`config.mk`:
```
export PLATFORM = sky130hd
export DESIGN_NAME = spp_port
export DESIGN_NICKNAME = d
export VERILOG_FILES = /design/src/rtl/spp_pkg.sv /design/src/rtl/spp_fifo_if.sv /design/src/rtl/spp_fifo.sv /design/src/rtl/spp_port.sv
export SDC_FILE = /design/constraint.sdc
export NUM_CORES = 1
export LEC_CHECK = 0
export ABC_AREA = 1
export ABC_CLOCK_PERIOD_IN_PS = 7840
export CAP_MARGIN = 5
export CORE_MARGIN = 2
export CORE_UTILIZATION = 27
export CTS_CLUSTER_DIAMETER = 50
export DETAILED_ROUTE_END_ITERATION = 10
export DONT_BUFFER_PORTS = 1
export PLACE_DENSITY = 0.39
export SLEW_MARGIN = 20
export SYNTH_ARGS = -nofsm -noshare
export SYNTH_HDL_FRONTEND = slang
export SYNTH_SLANG_ARGS = --single-unit
```
`constraint.sdc`:
```
create_clock -name clk_sys -period 7.84 [get_ports clk_sys]
set_input_delay 2.352 -clock clk_sys [delete_from_list [all_inputs] [get_ports clk_sys]]
set_output_delay 2.352 -clock clk_sys [all_outputs]
set_load 0.1 [all_outputs]
```
`src/rtl/spp_pkg.sv`:
```
// Package for the serial peripheral port: register map, field positions, resets.
// Assumes a byte-wide peripheral on a 16-bit bus with one system clock.
`default_nettype none
package spp_pkg;
    localparam logic [15:0] ADDR_CONFIG = 16'h7040;
    localparam logic [15:0] ADDR_OPCTL = 16'h7041;
    localparam logic [15:0] ADDR_STATUS = 16'h7042;
    localparam logic [15:0] ADDR_BRATE = 16'h7044;
    localparam logic [15:0] ADDR_EMU = 16'h7046;
    localparam logic [15:0] ADDR_RXBUF = 16'h7047;
    localparam logic [15:0] ADDR_SHIFT = 16'h7049;
    localparam logic [15:0] ADDR_PC1 = 16'h704D;
    localparam logic [15:0] ADDR_PC2 = 16'h704E;
    localparam logic [15:0] ADDR_PRI = 16'h704F;
    // config_control fields
    localparam int CFG_SWRST = 7;
    localparam int CFG_POL = 6;
    // operation_control fields
    localparam int CTL_OVR_IE = 4;
    localparam int CTL_PHASE = 3;
    localparam int CTL_MASTER = 2;
    localparam int CTL_TALK = 1;
    localparam int CTL_CC_IE = 0;
    // port_status fields
    localparam int STS_OVR = 7;
    localparam int STS_CC = 6;
    // pin_control_one: strobe function select
    localparam int PC1_STB_FN = 5;
    localparam int PRI_LEVEL = 6;
    localparam int PRI_SUSP = 5;
    localparam logic [7:0] REG_RESET = 8'h00;
    localparam logic [7:0] UNDEF_READ = 8'h00;
    localparam logic [6:0] BRATE_MIN = 7'h03;
    localparam logic [6:0] BRATE_SLOW_DIV = 7'h03;
    localparam int FIFO_WIDTH = 8;
    localparam int FIFO_DEPTH = 16;
endpackage : spp_pkg
`default_nettype wire

```
`src/rtl/spp_fifo_if.sv`:
```
// Interface carrying one valid/ready stream of received characters.
// Assumes both ends share clk_sys.
`default_nettype none
interface spp_fifo_if #(parameter int WIDTH = 8);
    logic valid;
    logic ready;
    logic [WIDTH-1:0] data;
    modport source (output valid, output data, input ready);
    modport sink (input valid, input data, output ready);
endinterface : spp_fifo_if
`default_nettype wire

```
`src/rtl/spp_fifo.sv`:
```
// Flip-flop FIFO with valid/ready on both sides.
// Assumes one clock and asynchronous active-low reset.
`default_nettype none
module spp_fifo
    import spp_pkg::*;
#(
    parameter int WIDTH = 8,
    parameter int DEPTH = 16
) (
    input wire logic clk_sys,
    input wire logic rst_n,
    input wire logic flush,
    spp_fifo_if.sink in_s,
    spp_fifo_if.source out_s
);
    localparam int AW = $clog2(DEPTH);
    typedef struct packed {
        logic [DEPTH-1:0][WIDTH-1:0] mem;
        logic [AW-1:0] wp;
        logic [AW-1:0] rp;
        logic [AW:0] cnt;
    } spp_fifo_state_t;
    spp_fifo_state_t st, next_st;
    logic push, pop;
    assign in_s.ready = (st.cnt != (AW+1)'(DEPTH)) && !flush;
    assign out_s.valid = (st.cnt != '0);
    assign out_s.data = st.mem[st.rp];
    assign push = in_s.valid && in_s.ready;
    assign pop = out_s.valid && out_s.ready;
    always_comb begin
        next_st = st;
        if (push) begin
            next_st.mem[st.wp] = in_s.data;
            next_st.wp = st.wp + AW'(1);
        end
        if (pop) begin
            next_st.rp = st.rp + AW'(1);
        end
        next_st.cnt = st.cnt + (AW+1)'(push) - (AW+1)'(pop);
        if (flush) begin
            next_st.wp = '0;
            next_st.rp = '0;
            next_st.cnt = '0;
        end
    end
    always_ff @(posedge clk_sys or negedge rst_n) begin
        if (!rst_n) begin
            st <= '0;
        end else begin
            st <= next_st;
        end
    end
    a_fifo_no_overfill: assert property (@(posedge clk_sys) disable iff (!rst_n)
        st.cnt <= (AW+1)'(DEPTH)) else $error("fifo count exceeds depth");
endmodule : spp_fifo
`default_nettype wire

```
`src/rtl/spp_port.sv`:
```
// Serial peripheral port: registers on a 16-bit peripheral bus, shifter and pins.
// Assumes synchronous inputs; external slave clock at most system clock / 8.
`default_nettype none
module spp_port
    import spp_pkg::*;
(
    input wire logic clk_sys,
    input wire logic rst_n,
    input wire logic [15:0] bus_addr,
    input wire logic [15:0] bus_wdata,
    input wire logic bus_wr,
    input wire logic bus_rd,
    output logic [15:0] bus_rdata,
    output logic irq,
    output logic irq_high_priority,
    input wire logic emu_suspend,
    input wire logic serial_clock_pin_in,
    output logic serial_clock_pin_out,
    output logic serial_clock_pin_oe,
    input wire logic slave_strobe_pin_in,
    output logic slave_strobe_pin_out,
    output logic slave_strobe_pin_oe,
    input wire logic data_line_into_slave_in,
    output logic data_line_into_slave_out,
    output logic data_line_into_slave_oe,
    input wire logic data_line_out_of_slave_in,
    output logic data_line_out_of_slave_out,
    output logic data_line_out_of_slave_oe
);
    typedef struct packed {
        logic [7:0] cfg;
        logic [7:0] ctl;
        logic ovr;
        logic cc;
        logic [6:0] brate;
        logic [7:0] rxbuf;
        logic [7:0] shreg;
        logic [7:0] pc1;
        logic [7:0] pc2;
        logic [7:0] pri;
        logic busy;
        logic [3:0] bits_left;
        logic [6:0] div_cnt;
        logic half;
        logic sclk;
        logic sclk_prev;
        logic rx_bit;
        logic out_bit;
        logic unread;
        logic push_rx;
    } spp_state_t;
    spp_state_t st, next_st;

    function automatic logic [3:0] char_len(input logic [7:0] cfg);
        return {1'b0, cfg[2:0]} + 4'h1;
    endfunction

    function automatic logic [6:0] half_period(input logic [6:0] br);
        return ((br < BRATE_MIN) ? BRATE_SLOW_DIV : br);
    endfunction

    // Odd periods split unevenly so that the full period is exactly rate plus one, or 4 for rates below 3
    function automatic logic [6:0] half_reload(input logic [6:0] br, input logic second);
        logic [7:0] per;
        logic [7:0] first;
        per = {1'b0, half_period(br)} + 8'h01;
        first = per >> 1;
        return second ? 7'(per - first - 8'h01) : 7'(first - 8'h01);
    endfunction

    logic master, pol, phase, swrst, strobe_gate, rd_buf, sample_in;
    logic [3:0] len;
    spp_fifo_if #(.WIDTH(FIFO_WIDTH)) rx_in ();
    spp_fifo_if #(.WIDTH(FIFO_WIDTH)) rx_out ();

    assign master = st.ctl[CTL_MASTER];
    assign pol = st.cfg[CFG_POL];
    assign phase = st.ctl[CTL_PHASE];
    assign swrst = st.cfg[CFG_SWRST];
    assign len = char_len(st.cfg);
    // Strobe gates only a slave with the strobe function chosen
    assign strobe_gate = !master && st.pc1[PC1_STB_FN] && slave_strobe_pin_in;
    assign rd_buf = bus_rd && bus_addr == ADDR_RXBUF;
    assign sample_in = master ? data_line_out_of_slave_in : data_line_into_slave_in;

    // Received characters also queue here; rx_out is always ready and its data is not used
    assign rx_in.valid = st.push_rx;
    assign rx_in.data = st.rxbuf;
    assign rx_out.ready = 1'b1;
    spp_fifo #(.WIDTH(FIFO_WIDTH), .DEPTH(FIFO_DEPTH)) u_fifo (
        .clk_sys(clk_sys),
        .rst_n(rst_n),
        .flush(swrst),
        .in_s(rx_in),
        .out_s(rx_out)
    );

    always_comb begin
        logic lead, trail, tick, suspended, done;
        next_st = st;
        suspended = emu_suspend && !st.pri[PRI_SUSP];
        tick = 1'b0;
        lead = 1'b0;
        trail = 1'b0;
        done = 1'b0;
        next_st.sclk_prev = serial_clock_pin_in;
        if (master) begin
            if (st.busy && !suspended) begin
                if (st.div_cnt == 7'h00) begin
                    next_st.div_cnt = half_reload(st.brate, !st.half);
                    tick = 1'b1;
                end else begin
                    next_st.div_cnt = st.div_cnt - 7'h01;
                end
            end
            lead = tick && !st.half;
            trail = tick && st.half;
            if (tick) begin
                next_st.half = !st.half;
                next_st.sclk = !st.sclk;
            end
        end else if (!strobe_gate) begin
            // Edges of the external clock, relative to idle polarity
            lead = (serial_clock_pin_in ^ pol) && !(st.sclk_prev ^ pol);
            trail = !(serial_clock_pin_in ^ pol) && (st.sclk_prev ^ pol);
        end
        // Capture on one edge, shift out on the opposite; phase swaps the two edges
        if (st.busy || !master) begin
            if (phase ? trail : lead) begin
                next_st.rx_bit = sample_in;
            end
            if (phase ? lead : trail) begin
                next_st.shreg = {st.shreg[6:0], st.rx_bit};
                next_st.bits_left = st.bits_left - 4'h1;
                next_st.out_bit = st.shreg[6];
                if (st.bits_left == 4'h1) begin
                    done = 1'b1;
                    next_st.busy = 1'b0;
                    next_st.bits_left = len;
                    next_st.rxbuf = {st.shreg[6:0], st.rx_bit};
                    next_st.cc = 1'b1;
                    next_st.unread = 1'b1;
                    if (st.unread) begin
                        next_st.ovr = 1'b1;
                    end
                    next_st.sclk = 1'b0;
                    next_st.half = 1'b0;
                end
            end
        end
        next_st.push_rx = done;
        // A completing character wins over a read in the same cycle
        if (rd_buf && !done) begin
            next_st.cc = 1'b0;
            next_st.unread = 1'b0;
        end
        if (bus_wr) begin
            unique case (bus_addr)
                ADDR_CONFIG: next_st.cfg = bus_wdata[7:0];
                ADDR_OPCTL: next_st.ctl = {3'h0, bus_wdata[4:0]};
                ADDR_STATUS: begin
                    if (bus_wdata[STS_OVR] && !(done && st.unread)) begin
                        next_st.ovr = 1'b0;
                    end
                end
                ADDR_BRATE: next_st.brate = bus_wdata[6:0];
                ADDR_SHIFT: begin
                    next_st.shreg = bus_wdata[7:0];
                    next_st.out_bit = bus_wdata[7];
                    next_st.bits_left = len;
                    next_st.busy = master;
                    next_st.div_cnt = half_reload(st.brate, 1'b0);
                    next_st.half = 1'b0;
                    next_st.sclk = 1'b0;
                end
                ADDR_PC1: next_st.pc1 = bus_wdata[7:0];
                ADDR_PC2: next_st.pc2 = bus_wdata[7:0];
                ADDR_PRI: next_st.pri = {1'b0, bus_wdata[6:5], 5'h00};
                default: ;
            endcase
        end
        if (!master && next_st.bits_left == 4'h0) begin
            next_st.bits_left = len;
        end
        if (swrst) begin
            next_st.ovr = 1'b0;
            next_st.cc = 1'b0;
            next_st.unread = 1'b0;
            next_st.busy = 1'b0;
            next_st.bits_left = len;
            next_st.sclk = 1'b0;
            next_st.half = 1'b0;
        end
    end

    always_ff @(posedge clk_sys or negedge rst_n) begin
        if (!rst_n) begin
            st <= '0;
        end else begin
            st <= next_st;
        end
    end

    always_comb begin
        bus_rdata = {8'h00, UNDEF_READ};
        unique case (bus_addr)
            ADDR_CONFIG: bus_rdata[7:0] = st.cfg;
            ADDR_OPCTL: bus_rdata[7:0] = st.ctl;
            ADDR_STATUS: bus_rdata[7:0] = {st.ovr, st.cc, 6'h00};
            ADDR_BRATE: bus_rdata[7:0] = {1'b0, st.brate};
            ADDR_EMU: bus_rdata[7:0] = st.rxbuf;
            ADDR_RXBUF: bus_rdata[7:0] = st.rxbuf;
            ADDR_SHIFT: bus_rdata[7:0] = st.shreg;
            ADDR_PC1: bus_rdata[7:0] = st.pc1;
            ADDR_PC2: bus_rdata[7:0] = st.pc2;
            ADDR_PRI: bus_rdata[7:0] = st.pri;
            default: ;
        endcase
    end

    assign irq = (st.cc && st.ctl[CTL_CC_IE]) || (st.ovr && st.ctl[CTL_OVR_IE]);
    assign irq_high_priority = st.pri[PRI_LEVEL];
    assign serial_clock_pin_out = st.sclk ^ pol;
    assign serial_clock_pin_oe = master;
    // Strobe as general-purpose output from pin_control_one bit 0
    assign slave_strobe_pin_out = st.pc1[0];
    assign slave_strobe_pin_oe = master || !st.pc1[PC1_STB_FN] ? st.pc1[1] : 1'b0;
    assign data_line_into_slave_out = st.out_bit;
    assign data_line_into_slave_oe = master && st.ctl[CTL_TALK];
    assign data_line_out_of_slave_out = st.out_bit;
    assign data_line_out_of_slave_oe = !master && st.ctl[CTL_TALK] && !strobe_gate;

    a_ovr_needs_unread: assert property (@(posedge clk_sys) disable iff (!rst_n)
        $rose(st.ovr) |-> $past(st.unread)) else $error("overrun without unread char");
    a_emu_keeps_flag: assert property (@(posedge clk_sys) disable iff (!rst_n)
        (bus_rd && bus_addr == ADDR_EMU && !rd_buf && st.cc && !swrst) |=> st.cc)
        else $error("emulation read cleared flag");
    a_rd_clears_flag: assert property (@(posedge clk_sys) disable iff (!rst_n)
        (rd_buf && st.cc && !(st.busy && st.bits_left == 4'h1)) |=> !st.cc)
        else $error("buffer read kept flag");
    a_strobe_tristate: assert property (@(posedge clk_sys) disable iff (!rst_n)
        strobe_gate |-> !data_line_out_of_slave_oe) else $error("slave drives when deselected");
    a_master_clock_dir: assert property (@(posedge clk_sys) disable iff (!rst_n)
        serial_clock_pin_oe == master) else $error("clock direction wrong");
    a_swrst_clears: assert property (@(posedge clk_sys) disable iff (!rst_n)
        swrst |=> !st.cc && !st.ovr && !st.busy) else $error("soft reset left state");
    a_irq_gate: assert property (@(posedge clk_sys) disable iff (!rst_n)
        (st.cc && st.ctl[CTL_CC_IE]) |-> irq) else $error("irq missing");
    a_start_busy: assert property (@(posedge clk_sys) disable iff (!rst_n)
        (bus_wr && bus_addr == ADDR_SHIFT && master && !swrst) |=> st.busy)
        else $error("write did not start transfer");
endmodule : spp_port
`default_nettype wire

```
==> flow_summary.ini <==
[critical_path]
path_cells = inv_1 > nor3_2 > nand4_1 > nor2_1 > a221oi_1 > nand2_1
slowest_delay_ns = 0.73
crit-reg2reg-launch = st[7]$_DFF_PN0_
criticalPathCategory = input port to output port
slowest_stage = nand2_1
reg2reg_to = st[18]$_DFF_PN0_
arrival_ns = 4.34
critPathRequiredTime_ns = 5.49
r2r_cells = 17
cp-start-kind = input port
crit_family = simple AND/OR/NAND/NOR gates
worst-path-buf-inv = 1
reg2reg_slack_ns = 4.23
cp-end-kind = output port
worstPathMaxFanout = 9

[placed_design]
placed_area_um2 = 4900
port_buffers = 0
dpl.hpwl_um = 10700
gp_congestion = 0.773

[clock_tree]
hold_buffers = 0
tritoncts = yes
cts_resized = 0
clk_path_buf_depth = 2
clkLatencyLatePin_ns = 0.34
post_cts_buffers = 0
cts_buffers = 9
clock-root-buffer = clkbuf_16
cts_htree_levels = 3
clkTransAtPathRegs_ns = 0.06
clock_sinks = 74

[global_route]
grt_pass1_vias = 3952
track_usage_pct = 16.2
gr-total-overflow = 0
grt_pass1_wl_um = 22300
grt_max_degree = 75
antenna_found_initial = 0

[synthesis]
ys_seq_area_share_pct = 39.7
syn_inst = 651
netlist-cell-type-count = 41
synth_seq_cells = 74
avgSynthCellArea_um2 = 7.16
ys_warn_count = 0
synth_area_um2 = 4660

[route]
drt-initial-drc-count = 217
wl_um = 14300
drc_errors = 0
ant_nets = 0
viasPerCell = 4.74
wire_per_inst_um = 16.2
drtPass1Iterations = 5
dr_total_vias = 4186

[final_layout]
fill_cells = 1864
antenna_cells = 0
stdcell_area_um2 = 5210
drive_gt1_share_pct = 7.59
multiInputGateArea_um2 = 2360
area_growth_pct = 11.8
regArea_um2 = 1850
nNetsFinal = 706

[timing]
slew_headroom_pct = 35.3
tightestPinTransition_ns = 0.973
fin_crit_ns = 6.69
setup_viol = 0
hold_viol = 0
grt_setup_unrepaired = no
finClkSkew_ns = 0.00759
tns_ns = 0
period_share_pct = 85.4
drv_slew = 0
timing.fmax_ghz = 0.149

[floorplanning]
die_w_um = 135
coreArea_um2 = 17100
num_io_pins = 67
row_count = 48
die_area_um2 = 18300
die_h_um = 135
initial_utilization_pct = 27.2

[min_path]
min_to = rx_in.data[6]$_DFFE_PN0P_
hp-start = rx_in.data[6]$_DFFE_PN0P_
hp-class = flip-flop to flip-flop
worstHoldPathCells = 2

[power_and_ir_drop]
cellLeakagePower_uw = 0.00261
peakVddDrop_uv = 99.5
p_per_area_nw_per_um2 = 214

[run]
drv_cap = 0

[outcome]
outcome = completed
[cells in the final DEF (no fill, tap or decap), types with 2 or more instances in the layout]
master / Yosys / routed
nand2_1: 188 / 188
nor3_2: 2 / 2
nor2_4: 2 / 2
xor2_1: 5 / 4
nor2_2: 4 / 4
bufinv_16: 0 / 2
clkbuf_1: 7 / 2
a31oi_1: 3 / 3
nor2_1: 37 / 37
inv_1: 83 / 83
ha_1: 11 / 11
nand3_1: 40 / 40
o211ai_1: 2 / 2
xnor2_1: 5 / 5
a221oi_1: 10 / 10
inv_2: 6 / 6
buf_4: 9 / 10
o22ai_1: 3 / 3
conb_1: 1 / 8
nand4_1: 10 / 10
clkinv_2: 0 / 2
nor3_1: 5 / 5
dfrtp_1: 74 / 73
nand2_2: 4 / 4
o21ai_1: 5 / 5
nand3_2: 2 / 2
clkbuf_16: 0 / 9
o21ai_0: 84 / 84
a21oi_1: 27 / 27
[worst min-delay path, delay by kind of cell, from the launching register on]
kind / cells / cell delay [ns]
compound gates: 1 / 0.06
flops: 1 / 0.34
simple gates: 1 / 0.05
[cells in the mapped netlist]
library cell,number,area (um2)
nor3_2,2,20.0
nor2_4,2,22.5
a21oi_1,27,135
nor4_1,1,6.26
buf_4,9,67.6
inv_1,83,312
nor3_1,5,25.0
nand2_1,188,706
nand3_2,2,20.0
conb_1,1,3.75
buf_6,3,33.8
mux2i_1,1,10.0
o311ai_0,1,8.76
nor2_2,4,25.0
nand3b_1,1,7.51
or2_1,1,6.26
nand2_2,4,25.0
o21ai_0,84,420
o211ai_1,2,15.0
clkbuf_1,7,26.3
xnor2_1,5,43.8
a31oi_1,3,18.8
nand3_4,1,17.5
o22ai_1,3,18.8
nor2_1,37,139
a211oi_1,1,7.51
a221oi_1,10,87.6
a22o_1,1,8.76
a21boi_0,1,7.51
nor3_4,1,16.3
a2bb2oi_1,1,8.76
nand4_1,10,62.6
inv_2,6,22.5
nor4_2,1,12.5
nand3_1,40,200
a22oi_1,1,7.51
o21ai_1,5,25.0
ha_1,11,138
dfrtp_1,74,1850
xor2_1,5,43.8
buf_2,6,30.0
[cells by family after synthesis]
logic type / synth area share [%]
muxes: 0.215
xor gates and xnor gates: 1.88
adders and majority gates: 2.95
and+or+nand+nor: 28.1
buffers and inverters: 10.5
DFF: 39.7
AOI/OAI and AO/OA: 16.5
other: 0.0804
[per-stage QoR]
stage | hold WS (ns) | std cells | util [%] | setup WS [ns] | total power (uW)
2_1_floorplan | 0.443 | 658 | - | 1.41 | 637
3_3_place_gp | 0.469 | 868 | 28.6 | 1.15 | 677
3_5_place_dp | 0.474 | 868 | 28.6 | 1.12 | 679
4_1_cts | 0.490 | 884 | 30.5 | 1.13 | 1130
5_1_grt | 0.514 | 884 | 30.5 | 0.988 | 1180
6_report | 0.487 | 884 | 30.5 | 1.15 | 1120
[flip-flops by register name, summed over array words and instances, names as in the netlist]
name and cells:
rx_in.data 8, phase 1, st 60, pol 1, irq_high_priority 1, serial_clock_pin_oe 1, slave_strobe_pin_out 1, data_line_into_slave_out 1
[power breakdown]
part           internal [uW]  switching [uW]
registers                431            48.7
clock network            278             165
logic                   60.4             133
total                    770             347
[layer usage]
| metal | GRT usage, % | share of wire (%) |
|---|---|---|
| met1 | 23.3 | 51 |
| met3 | 3.78 | 4.9 |
| met2 | 24.7 | 43 |
| met5 | 0 | 0 |
| met4 | 3.88 | 1.0 |
[layout make-up]
type,instances,area share [%]
Inverter,89,6.41
Tap cell,225,5.40
Clock inverter,5,1.51
Sequential cell,74,35.5
Multi-Input combinational cell,470,45.2
Timing Repair Buffer,10,1.44
Clock buffer,11,4.46
[worst max-delay path by stage]
| stage | from | slack [ns] | to | cells after the start |
|---|---|---|---|---|
| global placement | bus_addr[14] | 1.15 | bus_rdata[7] | 6 |
| CTS | bus_addr[14] | 1.13 | bus_rdata[7] | 8 |
| detailed placement | bus_addr[14] | 1.12 | bus_rdata[7] | 8 |
| floorplan | bus_addr[14] | 1.41 | bus_rdata[2] | 10 |
| global route | bus_addr[11] | 0.99 | bus_rdata[7] | 7 |
| finish | bus_addr[14] | 1.15 | bus_rdata[7] | 6 |
(Power assumes the default switching activity.)
